===== src/vrs_pkg.sv =====
// Constants, register map and types shared by the set-point supervisor.
package vrs_pkg;
  // ----------------------------------------------------------------
  // Clock and timing
  // ----------------------------------------------------------------
  localparam int CLK_MHZ = 10;
  localparam int SKEW_NS = 200;
  localparam int SKEW_CYC = (SKEW_NS * CLK_MHZ + 999) / 1000;
  localparam int BLANK_US = 100;
  localparam int BLANK_CYC = BLANK_US * CLK_MHZ;
  localparam int OFF_US = 5;
  localparam int OFF_CYC = OFF_US * CLK_MHZ;
  localparam int GOOD_DELAY_US = 1000;
  localparam int GOOD_DELAY_CYC = GOOD_DELAY_US * CLK_MHZ;
  localparam int STEP_UV = 6250;
  localparam int OFS_MAX_UV = 193750;
  localparam int OFS_MAX = OFS_MAX_UV / STEP_UV;
  // ----------------------------------------------------------------
  // Register offsets and fields
  // ----------------------------------------------------------------
  localparam logic [7:0] ADDR_TARGET = 8'h21;
  localparam logic [7:0] ADDR_SHED = 8'hD1;
  localparam logic [7:0] ADDR_CFG1A = 8'hD2;
  localparam logic [7:0] ADDR_CFG1B = 8'hD3;
  localparam logic [7:0] ADDR_RATE = 8'hD6;
  localparam logic [7:0] ADDR_TRIM = 8'hDB;
  localparam logic [7:0] ADDR_CAL = 8'hDC;
  localparam logic [7:0] ADDR_GHI = 8'hE0;
  localparam logic [7:0] ADDR_GLO = 8'hE1;
  localparam logic [7:0] ADDR_STAT = 8'hEF;
  localparam int BUS_SEL_BIT = 3;
  localparam int OFS_SIGN_BIT = 5;
  localparam int SHED_LSB = 6;
  localparam logic [7:0] RATE_RST = 8'h02;
  localparam logic [7:0] ZERO_RST = 8'h00;
  localparam logic [1:0] SHED_TWO = 2'h1;
  localparam logic [7:0] OFF_CODE_A = 8'h00;
  localparam logic [7:0] OFF_CODE_B = 8'h01;
  localparam logic [7:0] NO_CPU_CODE = 8'hFF;
  localparam logic [3:0] LPS_ONE = 4'h1;
  localparam logic [3:0] LPS_TWO = 4'h5;
  typedef enum logic [3:0] {
    ST_OFF = 4'h1,
    ST_RAMP = 4'h2,
    ST_DELAY = 4'h4,
    ST_ON = 4'h8
  } vrs_state_e;
endpackage : vrs_pkg


===== src/vrs_tgt_if.sv =====
// Target request and slew status carried between supervisor and slew unit.
`timescale 1ns/10ps
`default_nettype none
interface vrs_tgt_if;
  logic [7:0] req_code;
  logic [2:0] rate_sel;
  logic hold;
  logic [7:0] cur_code;
  logic at_target;
  modport ctrl (output req_code, output rate_sel, output hold,
                input cur_code, input at_target);
  modport slew (input req_code, input rate_sel, input hold,
                output cur_code, output at_target);
endinterface : vrs_tgt_if
`default_nettype wire


===== src/vrs_glitch_filter.sv =====
// Skew filter that accepts a target code only after it has been stable.
`timescale 1ns/10ps
`default_nettype none
module vrs_glitch_filter #(
  parameter int W = 8,
  parameter int HOLD = 2
) (
  input wire logic clk,
  input wire logic rst_n,
  input wire logic [W-1:0] raw,
  output logic [W-1:0] code
);
  logic [W-1:0] last_reg;
  logic [7:0] cnt_reg;

  // A toggle restarts the count, so skewed bits never reach the output.
  always_ff @(posedge clk or negedge rst_n)
  begin
    if (!rst_n)
    begin
      last_reg <= '0;
      cnt_reg <= 8'h00;
      code <= '0;
    end
    else if (raw != last_reg)
    begin
      last_reg <= raw;
      cnt_reg <= 8'h00;
    end
    else if (cnt_reg < 8'(HOLD))
    begin
      cnt_reg <= cnt_reg + 8'h01;
    end
    else
    begin
      code <= last_reg;
    end
  end
endmodule : vrs_glitch_filter
`default_nettype wire


===== src/vrs_slew.sv =====
// Moves the working target one code step at a time at the selected rate, or straight to the request while held.
`timescale 1ns/10ps
`default_nettype none
module vrs_slew (
  input wire logic clk,
  input wire logic rst_n,
  vrs_tgt_if.slew t
);
  logic [7:0] cur_reg;
  logic [7:0] cnt_reg;

  // Rate code n gives 1+2n V/ms; a step period rounds down, never below one.
  function automatic logic [7:0] step_cyc(input logic [2:0] r);
    int c;
    c = (vrs_pkg::STEP_UV * vrs_pkg::CLK_MHZ) / (1000 * (1 + 2 * int'(r)));
    if (c < 1)
      c = 1;
    return 8'(c);
  endfunction : step_cyc

  assign t.cur_code = cur_reg;
  assign t.at_target = (cur_reg == t.req_code);

  always_ff @(posedge clk or negedge rst_n)
  begin
    if (!rst_n)
    begin
      cur_reg <= 8'h00;
      cnt_reg <= 8'h00;
    end
    else if (t.hold)
    begin
      cur_reg <= t.req_code;
      cnt_reg <= 8'h00;
    end
    else if (cur_reg == t.req_code)
    begin
      cnt_reg <= 8'h00;
    end
    else if (cnt_reg >= step_cyc(t.rate_sel) - 8'h01)
    begin
      cnt_reg <= 8'h00;
      cur_reg <= (t.req_code > cur_reg) ? cur_reg + 8'h01 : cur_reg - 8'h01;
    end
    else
    begin
      cnt_reg <= cnt_reg + 8'h01;
    end
  end
endmodule : vrs_slew
`default_nettype wire


===== src/vrs_supervisor.sv =====
// Top of the regulator set-point and supervision logic.
`timescale 1ns/10ps
`default_nettype none
module vrs_supervisor #(
  parameter int GOOD_DELAY_CYC = vrs_pkg::GOOD_DELAY_CYC,
  parameter int NORMAL_PHASES = 4
) (
  input wire logic clk,
  input wire logic rst_n,
  input wire logic [7:0] target_code,
  input wire logic low_power_state_n,
  input wire logic en_ok,
  input wire logic undervoltage_lockout_ok,
  input wire logic ss_done,
  input wire logic out_in_window,
  input wire logic out_over_limit,
  input wire logic out_below_release,
  input wire logic oc_fault,
  input wire logic reg_wr,
  input wire logic reg_rd,
  input wire logic [7:0] reg_addr,
  input wire logic [7:0] reg_wdata,
  output logic [7:0] reg_rdata,
  output logic [7:0] target_out,
  output logic [6:0] offset_steps,
  output logic [1:0] good_high_sel,
  output logic [2:0] good_low_sel,
  output logic power_good_out,
  output logic pwm_force_low,
  output logic [3:0] phase_enable,
  output logic main_phase_disable_n,
  output logic shed_phase_disable_n,
  output logic ctrl_running
);
  // ----------------------------------------------------------------
  // Reset release and pin synchronisers
  // ----------------------------------------------------------------
  logic [1:0] rst_pipe;
  logic rst_s_n;
  logic [7:0] code_s1;
  logic [7:0] code_s2;
  logic lps_s1;
  logic lps_s2;

  always_ff @(posedge clk or negedge rst_n)
  begin
    if (!rst_n)
      rst_pipe <= 2'h0;
    else
      rst_pipe <= {rst_pipe[0], 1'b1};
  end
  assign rst_s_n = rst_pipe[1];

  always_ff @(posedge clk or negedge rst_s_n)
  begin
    if (!rst_s_n)
    begin
      code_s1 <= 8'h00;
      code_s2 <= 8'h00;
      lps_s1 <= 1'b1;
      lps_s2 <= 1'b1;
    end
    else
    begin
      code_s1 <= target_code;
      code_s2 <= code_s1;
      lps_s1 <= low_power_state_n;
      lps_s2 <= lps_s1;
    end
  end

  // ----------------------------------------------------------------
  // Configuration registers
  // ----------------------------------------------------------------
  logic [7:0] tgt_cmd_reg;
  logic [7:0] shed_reg;
  logic [7:0] cfg1a_reg;
  logic [7:0] cfg1b_reg;
  logic [7:0] rate_reg;
  logic [7:0] trim_reg;
  logic [7:0] cal_reg;
  logic [7:0] ghi_reg;
  logic [7:0] glo_reg;
  logic [7:0] status;

  // These survive enable cycling; only a supply reset returns them to default.
  always_ff @(posedge clk or negedge rst_s_n)
  begin
    if (!rst_s_n)
    begin
      tgt_cmd_reg <= vrs_pkg::ZERO_RST;
      shed_reg <= vrs_pkg::ZERO_RST;
      cfg1a_reg <= vrs_pkg::ZERO_RST;
      cfg1b_reg <= vrs_pkg::ZERO_RST;
      rate_reg <= vrs_pkg::RATE_RST;
      trim_reg <= vrs_pkg::ZERO_RST;
      cal_reg <= vrs_pkg::ZERO_RST;
      ghi_reg <= vrs_pkg::ZERO_RST;
      glo_reg <= vrs_pkg::ZERO_RST;
    end
    else if (reg_wr)
    begin
      case (reg_addr)
        vrs_pkg::ADDR_TARGET: tgt_cmd_reg <= reg_wdata;
        vrs_pkg::ADDR_SHED: shed_reg <= reg_wdata;
        vrs_pkg::ADDR_CFG1A: cfg1a_reg <= reg_wdata;
        vrs_pkg::ADDR_CFG1B: cfg1b_reg <= reg_wdata;
        vrs_pkg::ADDR_RATE: rate_reg <= reg_wdata;
        vrs_pkg::ADDR_TRIM: trim_reg <= reg_wdata;
        vrs_pkg::ADDR_CAL: cal_reg <= reg_wdata;
        vrs_pkg::ADDR_GHI: ghi_reg <= reg_wdata;
        vrs_pkg::ADDR_GLO: glo_reg <= reg_wdata;
        default: ;
      endcase
    end
  end

  always_ff @(posedge clk or negedge rst_s_n)
  begin
    if (!rst_s_n)
      reg_rdata <= 8'h00;
    else if (reg_rd)
    begin
      case (reg_addr)
        vrs_pkg::ADDR_TARGET: reg_rdata <= tgt_cmd_reg;
        vrs_pkg::ADDR_SHED: reg_rdata <= shed_reg;
        vrs_pkg::ADDR_CFG1A: reg_rdata <= cfg1a_reg;
        vrs_pkg::ADDR_CFG1B: reg_rdata <= cfg1b_reg;
        vrs_pkg::ADDR_RATE: reg_rdata <= rate_reg;
        vrs_pkg::ADDR_TRIM: reg_rdata <= trim_reg;
        vrs_pkg::ADDR_CAL: reg_rdata <= cal_reg;
        vrs_pkg::ADDR_GHI: reg_rdata <= ghi_reg;
        vrs_pkg::ADDR_GLO: reg_rdata <= glo_reg;
        vrs_pkg::ADDR_STAT: reg_rdata <= status;
        default: reg_rdata <= 8'h00;
      endcase
    end
  end

  // ----------------------------------------------------------------
  // Output offset
  // ----------------------------------------------------------------
  function automatic logic signed [7:0] sm_steps(input logic [7:0] c);
    logic signed [7:0] m;
    m = signed'({3'h0, c[vrs_pkg::OFS_SIGN_BIT-1:0]});
    return c[vrs_pkg::OFS_SIGN_BIT] ? -m : m;
  endfunction : sm_steps

  logic signed [7:0] ofs_sum;
  logic signed [7:0] ofs_lim;
  assign ofs_sum = sm_steps(trim_reg) + sm_steps(cal_reg);
  assign ofs_lim = 8'(vrs_pkg::OFS_MAX);

  always_ff @(posedge clk or negedge rst_s_n)
  begin
    if (!rst_s_n)
      offset_steps <= 7'h00;
    else if (ofs_sum > ofs_lim)
      offset_steps <= ofs_lim[6:0];
    else if (ofs_sum < -ofs_lim)
      offset_steps <= 7'(-ofs_lim);
    else
      offset_steps <= ofs_sum[6:0];
  end

  always_ff @(posedge clk or negedge rst_s_n)
  begin
    if (!rst_s_n)
    begin
      good_high_sel <= 2'h0;
      good_low_sel <= 3'h0;
    end
    else
    begin
      good_high_sel <= ghi_reg[1:0];
      good_low_sel <= glo_reg[2:0];
    end
  end

  // ----------------------------------------------------------------
  // Target selection, filtering and blanking
  // ----------------------------------------------------------------
  logic [7:0] pin_code;
  logic bus_sel;
  logic [7:0] req_code;
  logic [7:0] req_reg;
  logic [10:0] blank_cnt;
  logic blank;
  logic no_cpu;
  logic is_off;
  logic [6:0] off_cnt;
  logic off_shut;

  vrs_glitch_filter #(
    .W(8),
    .HOLD(vrs_pkg::SKEW_CYC)
  ) u_filt (
    .clk(clk),
    .rst_n(rst_s_n),
    .raw(code_s2),
    .code(pin_code)
  );

  // The bus target needs both select bits, so one stray write cannot steal it.
  assign bus_sel = cfg1a_reg[vrs_pkg::BUS_SEL_BIT] & cfg1b_reg[vrs_pkg::BUS_SEL_BIT];
  assign req_code = bus_sel ? tgt_cmd_reg : pin_code;
  assign no_cpu = (pin_code == vrs_pkg::NO_CPU_CODE);
  assign is_off = (pin_code == vrs_pkg::OFF_CODE_A) || (pin_code == vrs_pkg::OFF_CODE_B);
  assign blank = (blank_cnt != 11'h000);

  always_ff @(posedge clk or negedge rst_s_n)
  begin
    if (!rst_s_n)
    begin
      req_reg <= 8'h00;
      blank_cnt <= 11'h000;
    end
    else
    begin
      req_reg <= req_code;
      if (req_code != req_reg)
        blank_cnt <= 11'(vrs_pkg::BLANK_CYC);
      else if (blank)
        blank_cnt <= blank_cnt - 11'h001;
    end
  end

  always_ff @(posedge clk or negedge rst_s_n)
  begin
    if (!rst_s_n)
    begin
      off_cnt <= 7'h00;
      off_shut <= 1'b0;
    end
    else if (!is_off)
    begin
      off_cnt <= 7'h00;
      off_shut <= 1'b0;
    end
    else if (off_cnt < 7'(vrs_pkg::OFF_CYC))
      off_cnt <= off_cnt + 7'h01;
    else
      off_shut <= 1'b1;
  end

  // ----------------------------------------------------------------
  // Enable, lockout and fault latches
  // ----------------------------------------------------------------
  logic supply_ok;
  logic oc_latch;
  logic cb_reg;
  logic run_ok;

  assign supply_ok = en_ok & undervoltage_lockout_ok;
  assign run_ok = supply_ok & ~off_shut & ~oc_latch;

  always_ff @(posedge clk or negedge rst_s_n)
  begin
    if (!rst_s_n)
      oc_latch <= 1'b0;
    else if (oc_fault && supply_ok)
      oc_latch <= 1'b1;
    else if (!supply_ok)
      oc_latch <= 1'b0;
  end

  // The clamp ignores the limit while blanked, but once set it holds
  // until the output has truly discharged or the supply is lost.
  always_ff @(posedge clk or negedge rst_s_n)
  begin
    if (!rst_s_n)
      cb_reg <= 1'b0;
    else if (out_over_limit && !blank && supply_ok)
      cb_reg <= 1'b1;
    else if (out_below_release || !supply_ok)
      cb_reg <= 1'b0;
  end

  // ----------------------------------------------------------------
  // Slew unit
  // ----------------------------------------------------------------
  vrs_tgt_if tif ();
  assign tif.req_code = req_code;
  assign tif.rate_sel = rate_reg[2:0];
  assign tif.hold = ~run_ok;

  vrs_slew u_slew (
    .clk(clk),
    .rst_n(rst_s_n),
    .t(tif.slew)
  );
  assign target_out = tif.cur_code;

  // ----------------------------------------------------------------
  // Start-up sequence and power good
  // ----------------------------------------------------------------
  vrs_pkg::vrs_state_e st_reg;
  logic [31:0] dly_cnt;

  always_ff @(posedge clk or negedge rst_s_n)
  begin
    if (!rst_s_n)
    begin
      st_reg <= vrs_pkg::ST_OFF;
      dly_cnt <= 32'h0;
    end
    else if (!run_ok)
    begin
      st_reg <= vrs_pkg::ST_OFF;
      dly_cnt <= 32'h0;
    end
    else
    begin
      case (st_reg)
        vrs_pkg::ST_OFF: st_reg <= vrs_pkg::ST_RAMP;
        vrs_pkg::ST_RAMP:
        begin
          dly_cnt <= 32'h0;
          if (ss_done && tif.at_target && !blank)
            st_reg <= vrs_pkg::ST_DELAY;
        end
        vrs_pkg::ST_DELAY:
        begin
          if (dly_cnt >= 32'(GOOD_DELAY_CYC - 1))
            st_reg <= vrs_pkg::ST_ON;
          else
            dly_cnt <= dly_cnt + 32'h1;
        end
        vrs_pkg::ST_ON: st_reg <= vrs_pkg::ST_ON;
        default: st_reg <= vrs_pkg::ST_OFF;
      endcase
    end
  end

  // During blanking the last verdict is kept rather than re-judged.
  always_ff @(posedge clk or negedge rst_s_n)
  begin
    if (!rst_s_n)
      power_good_out <= 1'b0;
    else if (!run_ok || no_cpu || st_reg != vrs_pkg::ST_ON)
      power_good_out <= 1'b0;
    else if (!blank)
      power_good_out <= out_in_window;
  end

  // ----------------------------------------------------------------
  // PWM gating and phase control
  // ----------------------------------------------------------------
  logic [3:0] norm_mask;
  logic [3:0] lps_mask;
  logic force_low;

  assign norm_mask = 4'((5'h01 << NORMAL_PHASES) - 5'h01);
  assign lps_mask = (shed_reg[7:vrs_pkg::SHED_LSB] == vrs_pkg::SHED_TWO
                     && NORMAL_PHASES == 4) ? vrs_pkg::LPS_TWO : vrs_pkg::LPS_ONE;
  assign force_low = ~run_ok | cb_reg | (st_reg == vrs_pkg::ST_OFF);

  always_ff @(posedge clk or negedge rst_s_n)
  begin
    if (!rst_s_n)
    begin
      pwm_force_low <= 1'b1;
      phase_enable <= 4'h0;
      main_phase_disable_n <= 1'b0;
      shed_phase_disable_n <= 1'b0;
      ctrl_running <= 1'b0;
    end
    else
    begin
      pwm_force_low <= force_low;
      if (force_low)
        phase_enable <= 4'h0;
      else if (!lps_s2)
        phase_enable <= lps_mask & norm_mask;
      else
        phase_enable <= norm_mask;
      main_phase_disable_n <= run_ok;
      shed_phase_disable_n <= run_ok & lps_s2;
      ctrl_running <= run_ok;
    end
  end

  assign status = {1'b0, tif.at_target, blank, off_shut, oc_latch, cb_reg,
                   power_good_out, run_ok};
endmodule : vrs_supervisor
`default_nettype wire


===== config.mk =====
export PLATFORM = sky130hd
export DESIGN_NAME = vrs_supervisor
export DESIGN_NICKNAME = d
export VERILOG_FILES = /design/src/vrs_pkg.sv /design/src/vrs_tgt_if.sv /design/src/vrs_glitch_filter.sv /design/src/vrs_slew.sv /design/src/vrs_supervisor.sv
export SDC_FILE = /design/constraint.sdc
export NUM_CORES = 1
export LEC_CHECK = 0
export BUFFER_PORTS_ARGS = -buffer_cell sky130_fd_sc_hd__buf_4
export CAP_MARGIN = 20
export CELL_PAD_IN_SITES_DETAIL_PLACEMENT = 2
export CELL_PAD_IN_SITES_GLOBAL_PLACEMENT = 2
export CORE_UTILIZATION = 43
export DETAILED_ROUTE_END_ITERATION = 12
export PLACE_DENSITY_LB_ADDON = 0.1
export RECOVER_POWER = 25
export SLEW_MARGIN = 40
export SYNTH_ARGS = -nofsm -noshare
export SYNTH_HDL_FRONTEND = slang
export SYNTH_SLANG_ARGS = --single-unit
export TNS_END_PERCENT = 20

===== constraint.sdc =====
create_clock -name clk -period 12.3 [get_ports clk]
set_clock_uncertainty 0.15 [all_clocks]
set_input_delay 1.845 -clock clk [delete_from_list [all_inputs] [get_ports clk]]
set_output_delay 1.845 -clock clk [all_outputs]
set_load 0.05 [all_outputs]

==> out/qor.yml, run 1 <==
synth_cell_types: 127
synth_mux_area_share_pct: 6.638
netlist_area_sq_um: 21620
synth-edff-count: 0
synth_top_area_share_pct: 25.35
gp_congestion: 0.9443
postSynth.asyncResetShare_pct: 100.0
synth_top_family_by_area: "compound AO/OA/AOI/OAI gates"
synth_compound_gate_area_share_pct: 23.80
synthFlopType: "dfrtp_1"
ys_seq_elements: 224
stop_stage: "3_5_place_dp"
synth.area.top_cells: "dfrtp_1 25%, ha_1 11%, a21oi_1 5.0%, mux2_2 4.8%, xnor2_1 4.5%"
synth_xor_xnor_area_share_pct: 7.373
io_pins: 73
yosys_warnings: 0
rows: 81
hpwl_microns: 88440
synth_top_cell_by_area: "dfrtp_1"
status: "did not finish"
synthAdderAreaFrac_pct: 11.76
port_buffers: 72
avgSynthCellArea_sq_um: 8.448
synth_cells: 2559
synth_seq_area_share_pct: 25.96
stop_error: "[ERROR DPL-0033] detailed placement checks failed during check placement."
dieHeight_microns: 226.2
die_w_microns: 226.2
synthSimpleGateAreaFrac_pct: 20.72
initial_core_util_pct: 43.89
synthesized netlist by cell type, types with 11 or more instances:
library cell  number
nand3_1           63
ha_1             184
a21o_1            53
a31oi_1           28
a21oi_1          215
o211ai_1          25
and3_1            26
inv_1            101
mux2_2            93
nand2b_1          38
nor2b_1           34
xor2_1            71
fa_1              12
o21a_1            34
nand4_1           39
o21ai_0          151
a211oi_1          20
clkbuf_1          63
o31ai_1           25
or4_1             16
nand2_1          183
nor2_1           226
o31a_1            11
dfrtp_1          219
a221oi_1          17
o22ai_1           20
and2_1            39
nor3_1            67
xnor2_1          111
nor4_1            28
a41oi_1           13
or3_1             22
mux2i_1           35
a21boi_0          11
o21bai_1          21
or2_2             12
cell families after synthesis:
family,Yosys count
AND/OR/NAND/NOR,861
multiplexers,130
XOR/XNOR,182
flip-flops,224
buffers and inverters,200
other,2
adder cells (fa/ha/maj),196
AO/OA/AOI/OAI,764
through the flow:
step           hold slack [ns]  instances  area [sq um]  setup WS (ns)
2_1_floorplan           0.1812       2562         22250         -17.35
3_3_place_gp            0.1822       3964         28750         -15.08
==> run 2: changes to the inputs <==
- CELL_PAD_IN_SITES_DETAIL_PLACEMENT: 2 -> unset
- CELL_PAD_IN_SITES_GLOBAL_PLACEMENT: 2 -> unset
- CORE_UTILIZATION: 43 -> 40
- PLACE_DENSITY_LB_ADDON: 0.1 -> 0.15
==> out/qor.yml, run 2 <==
yosys-top-cells-count: "226 x nor2_1, 219 x dfrtp_1, 215 x a21oi_1, 184 x ha_1, 183 x nand2_1"
period_share_pct: 223.9
cp_slowest_cell: "dfstp_4"
numCtsBuffers: 20
wl_per_cell_microns: 18.02
cts_max_level: 1
final_common_cell: "buf_4"
relSlewSlack_pct: -161.1
start_kind: "register"
clk-insertion-delay-late_ns: 0.50
min_period_ns: 27.53
cts_sinks: 224
reg.largest.list: "dly_cnt x32, blank_cnt x11"
dpl_cell_area_sq_um: 29080
synth_cells: 2559
synth_mux_area_share_pct: 6.638
critPathArrivalTime_ns: 27.75
drv_cap: 2
largest_register: "dly_cnt"
synth_seq_area_share_pct: 25.96
overflow: 0
cts_tree: "done"
reg2reg_slack_ns: -15.23
setup_viol: 16
drtPass1Iterations: 6
vias: 23301
status: "complete, but fails checks"
core_sq_um: 52970
drtIter0Drc: 1377
drc_errors: 0
critPathLaunch: "rate_reg[1]"
fin_ws_ns: -15.23
initial_core_util_pct: 40.81
grt_pass1_vias: 23614
netlist_area_sq_um: 21620
ant_nets: 0
violations: "max-capacitance violations, max-slew violations, negative setup slack"
wirelength_microns: 75980
crit_fanout: 8
crit_end: "u_slew.t.cur_code[0]"
port_buffers: 72
crit_path_max_incr_delay_ns: 0.65
grt_pass1_wl_microns: 121800
hpwl_microns: 59410
tightestPinTransition_ns: 3.917
io_pins: 73
gp_congestion: 0.9076
nets: 3746
crit_type: "reg -> reg"
synthFlopType: "dfrtp_1"
synthAdderAreaFrac_pct: 11.76
rsz0062_at_grt: "yes"
place_ws_ns: -15.79
yosys_warnings: 0
synth.area.top_cells: "dfrtp_1 25%, ha_1 11%, a21oi_1 5.0%, mux2_2 4.8%, xnor2_1 4.5%"
synth_top_cell_by_area: "dfrtp_1"
root_buffer: "clkbuf_16"
cp-end-kind: "register"
synth_most_common_cell: "nor2_1"
grtUsageTotal_pct: 27.49
postSynth.asyncResetShare_pct: 100.0
dieHeight_microns: 234.5
holdBufCountCts: 0
utilization_pct: 59.54
rr_worst_depth: 175
antenna_found_initial: 0
finalHoldViolations: 0
n_antenna_cell: 0
largest_register_ffs: 32
synthSimpleGateAreaFrac_pct: 20.72
hp-class: "reg -> reg"
synth_top_area_share_pct: 25.35
finalInstanceArea_sq_um: 31540
synth_xor_xnor_area_share_pct: 7.373
crit-reg2reg-capture: "u_slew.t.cur_code[0]"
reg2reg_from: "rate_reg[1]"
synth_compound_gate_area_share_pct: 23.80
cts_buffer_depth: 3
rows: 84
dieArea_sq_um: 54980
ys_seq_elements: 224
critical_path_required_ns: 12.51
via_per_inst: 5.527
synth_top_family_by_area: "compound AO/OA/AOI/OAI gates"
synth_cell_types: 127
grt_max_degree: 74
avgSynthCellArea_sq_um: 8.448
slew_violations: 139
fmax_mhz: 36.32
clkTransAtPathRegs_ns: 0.07
synth-edff-count: 0
timing.critical_path.mode_cell: "buf_4"
die_w_microns: 234.5
final_cell_mix: "995 x buf_4, 218 x dfrtp_1, 206 x nor2_1, 172 x a21oi_1, 172 x nand2_1"
areaGrowthSynthToFinish_pct: 45.88
drive_gt1_share_pct: 39.71
[run 2: through the flow]
step	hold slack, ns	setup TNS [ns]	instances
after detailed placement	0.07498	-250.57	4027
after floorplan	0.1812	-276.04	2562
after global routing	0.2147	-270.92	4216
final	0.1991	-242.84	4216
after CTS	0.07733	-240.06	4185
after global placement	0.06932	-237.48	4027
[run 2: area by class of cell]
class,count,area (sq um)
repair buffers,1014,7679
clock buffers,26,574.3
multi-input cells,2140,16280
flip-flops and latches,224,5617
inverters,114,457.9
clock inverters,10,72.57
fillers,4675,21430
well taps,688,860.8
[run 2: how the worst min path moves through the flow]
stage,from,slack (ns),depth (start not counted),end
floorplan,code_s1[0],0.18,0,code_s2[0]
global placement,rst_pipe[1],0.07,0,good_high_sel[0]
detailed placement,rst_pipe[1],0.07,0,good_high_sel[0]
CTS,rst_pipe[1],0.08,0,trim_reg[7]
global route,code_s1[4],0.21,0,code_s2[4]
finish,code_s1[3],0.20,0,code_s2[3]
[run 2: cells by family after synthesis]
| group | after synthesis |
|---|---|
| compound gates | 764 |
| xor+xnor | 182 |
| fa+ha+maj | 196 |
| buf+inv | 200 |
| flops | 224 |
| mux | 130 |
| other cells | 2 |
| simple gates | 861 |
[run 2: per-layer routing]
layer	GRT usage [%]	routed length, microns
met1	35.16	33380
met2	49.34	37830
met3	1.599	2424
met4	8.569	2348
met5	0	0
[run 2: worst max-delay path: cells and delay by family, from the launching register on]
family	cells	cell delay (ns)
compound gates	67	9.73
xor+xnor	2	0.25
fa+ha+maj	15	4.49
buf+inv	42	4.85
flops	1	0.65
mux	1	0.20
simple gates	48	6.98
[run 2: what timing repair did]
action / in CTS / in global routing
pin swaps: 122 / 82
setup endpoints to repair: 16 / 16
gates cloned: 2 / 0
buffers inserted: 120 / 31
resized for setup: 95 / 51
Power of run 2 is not shown: default switching activity piles up to over one toggle a cycle in this logic, so the estimate is an artifact.
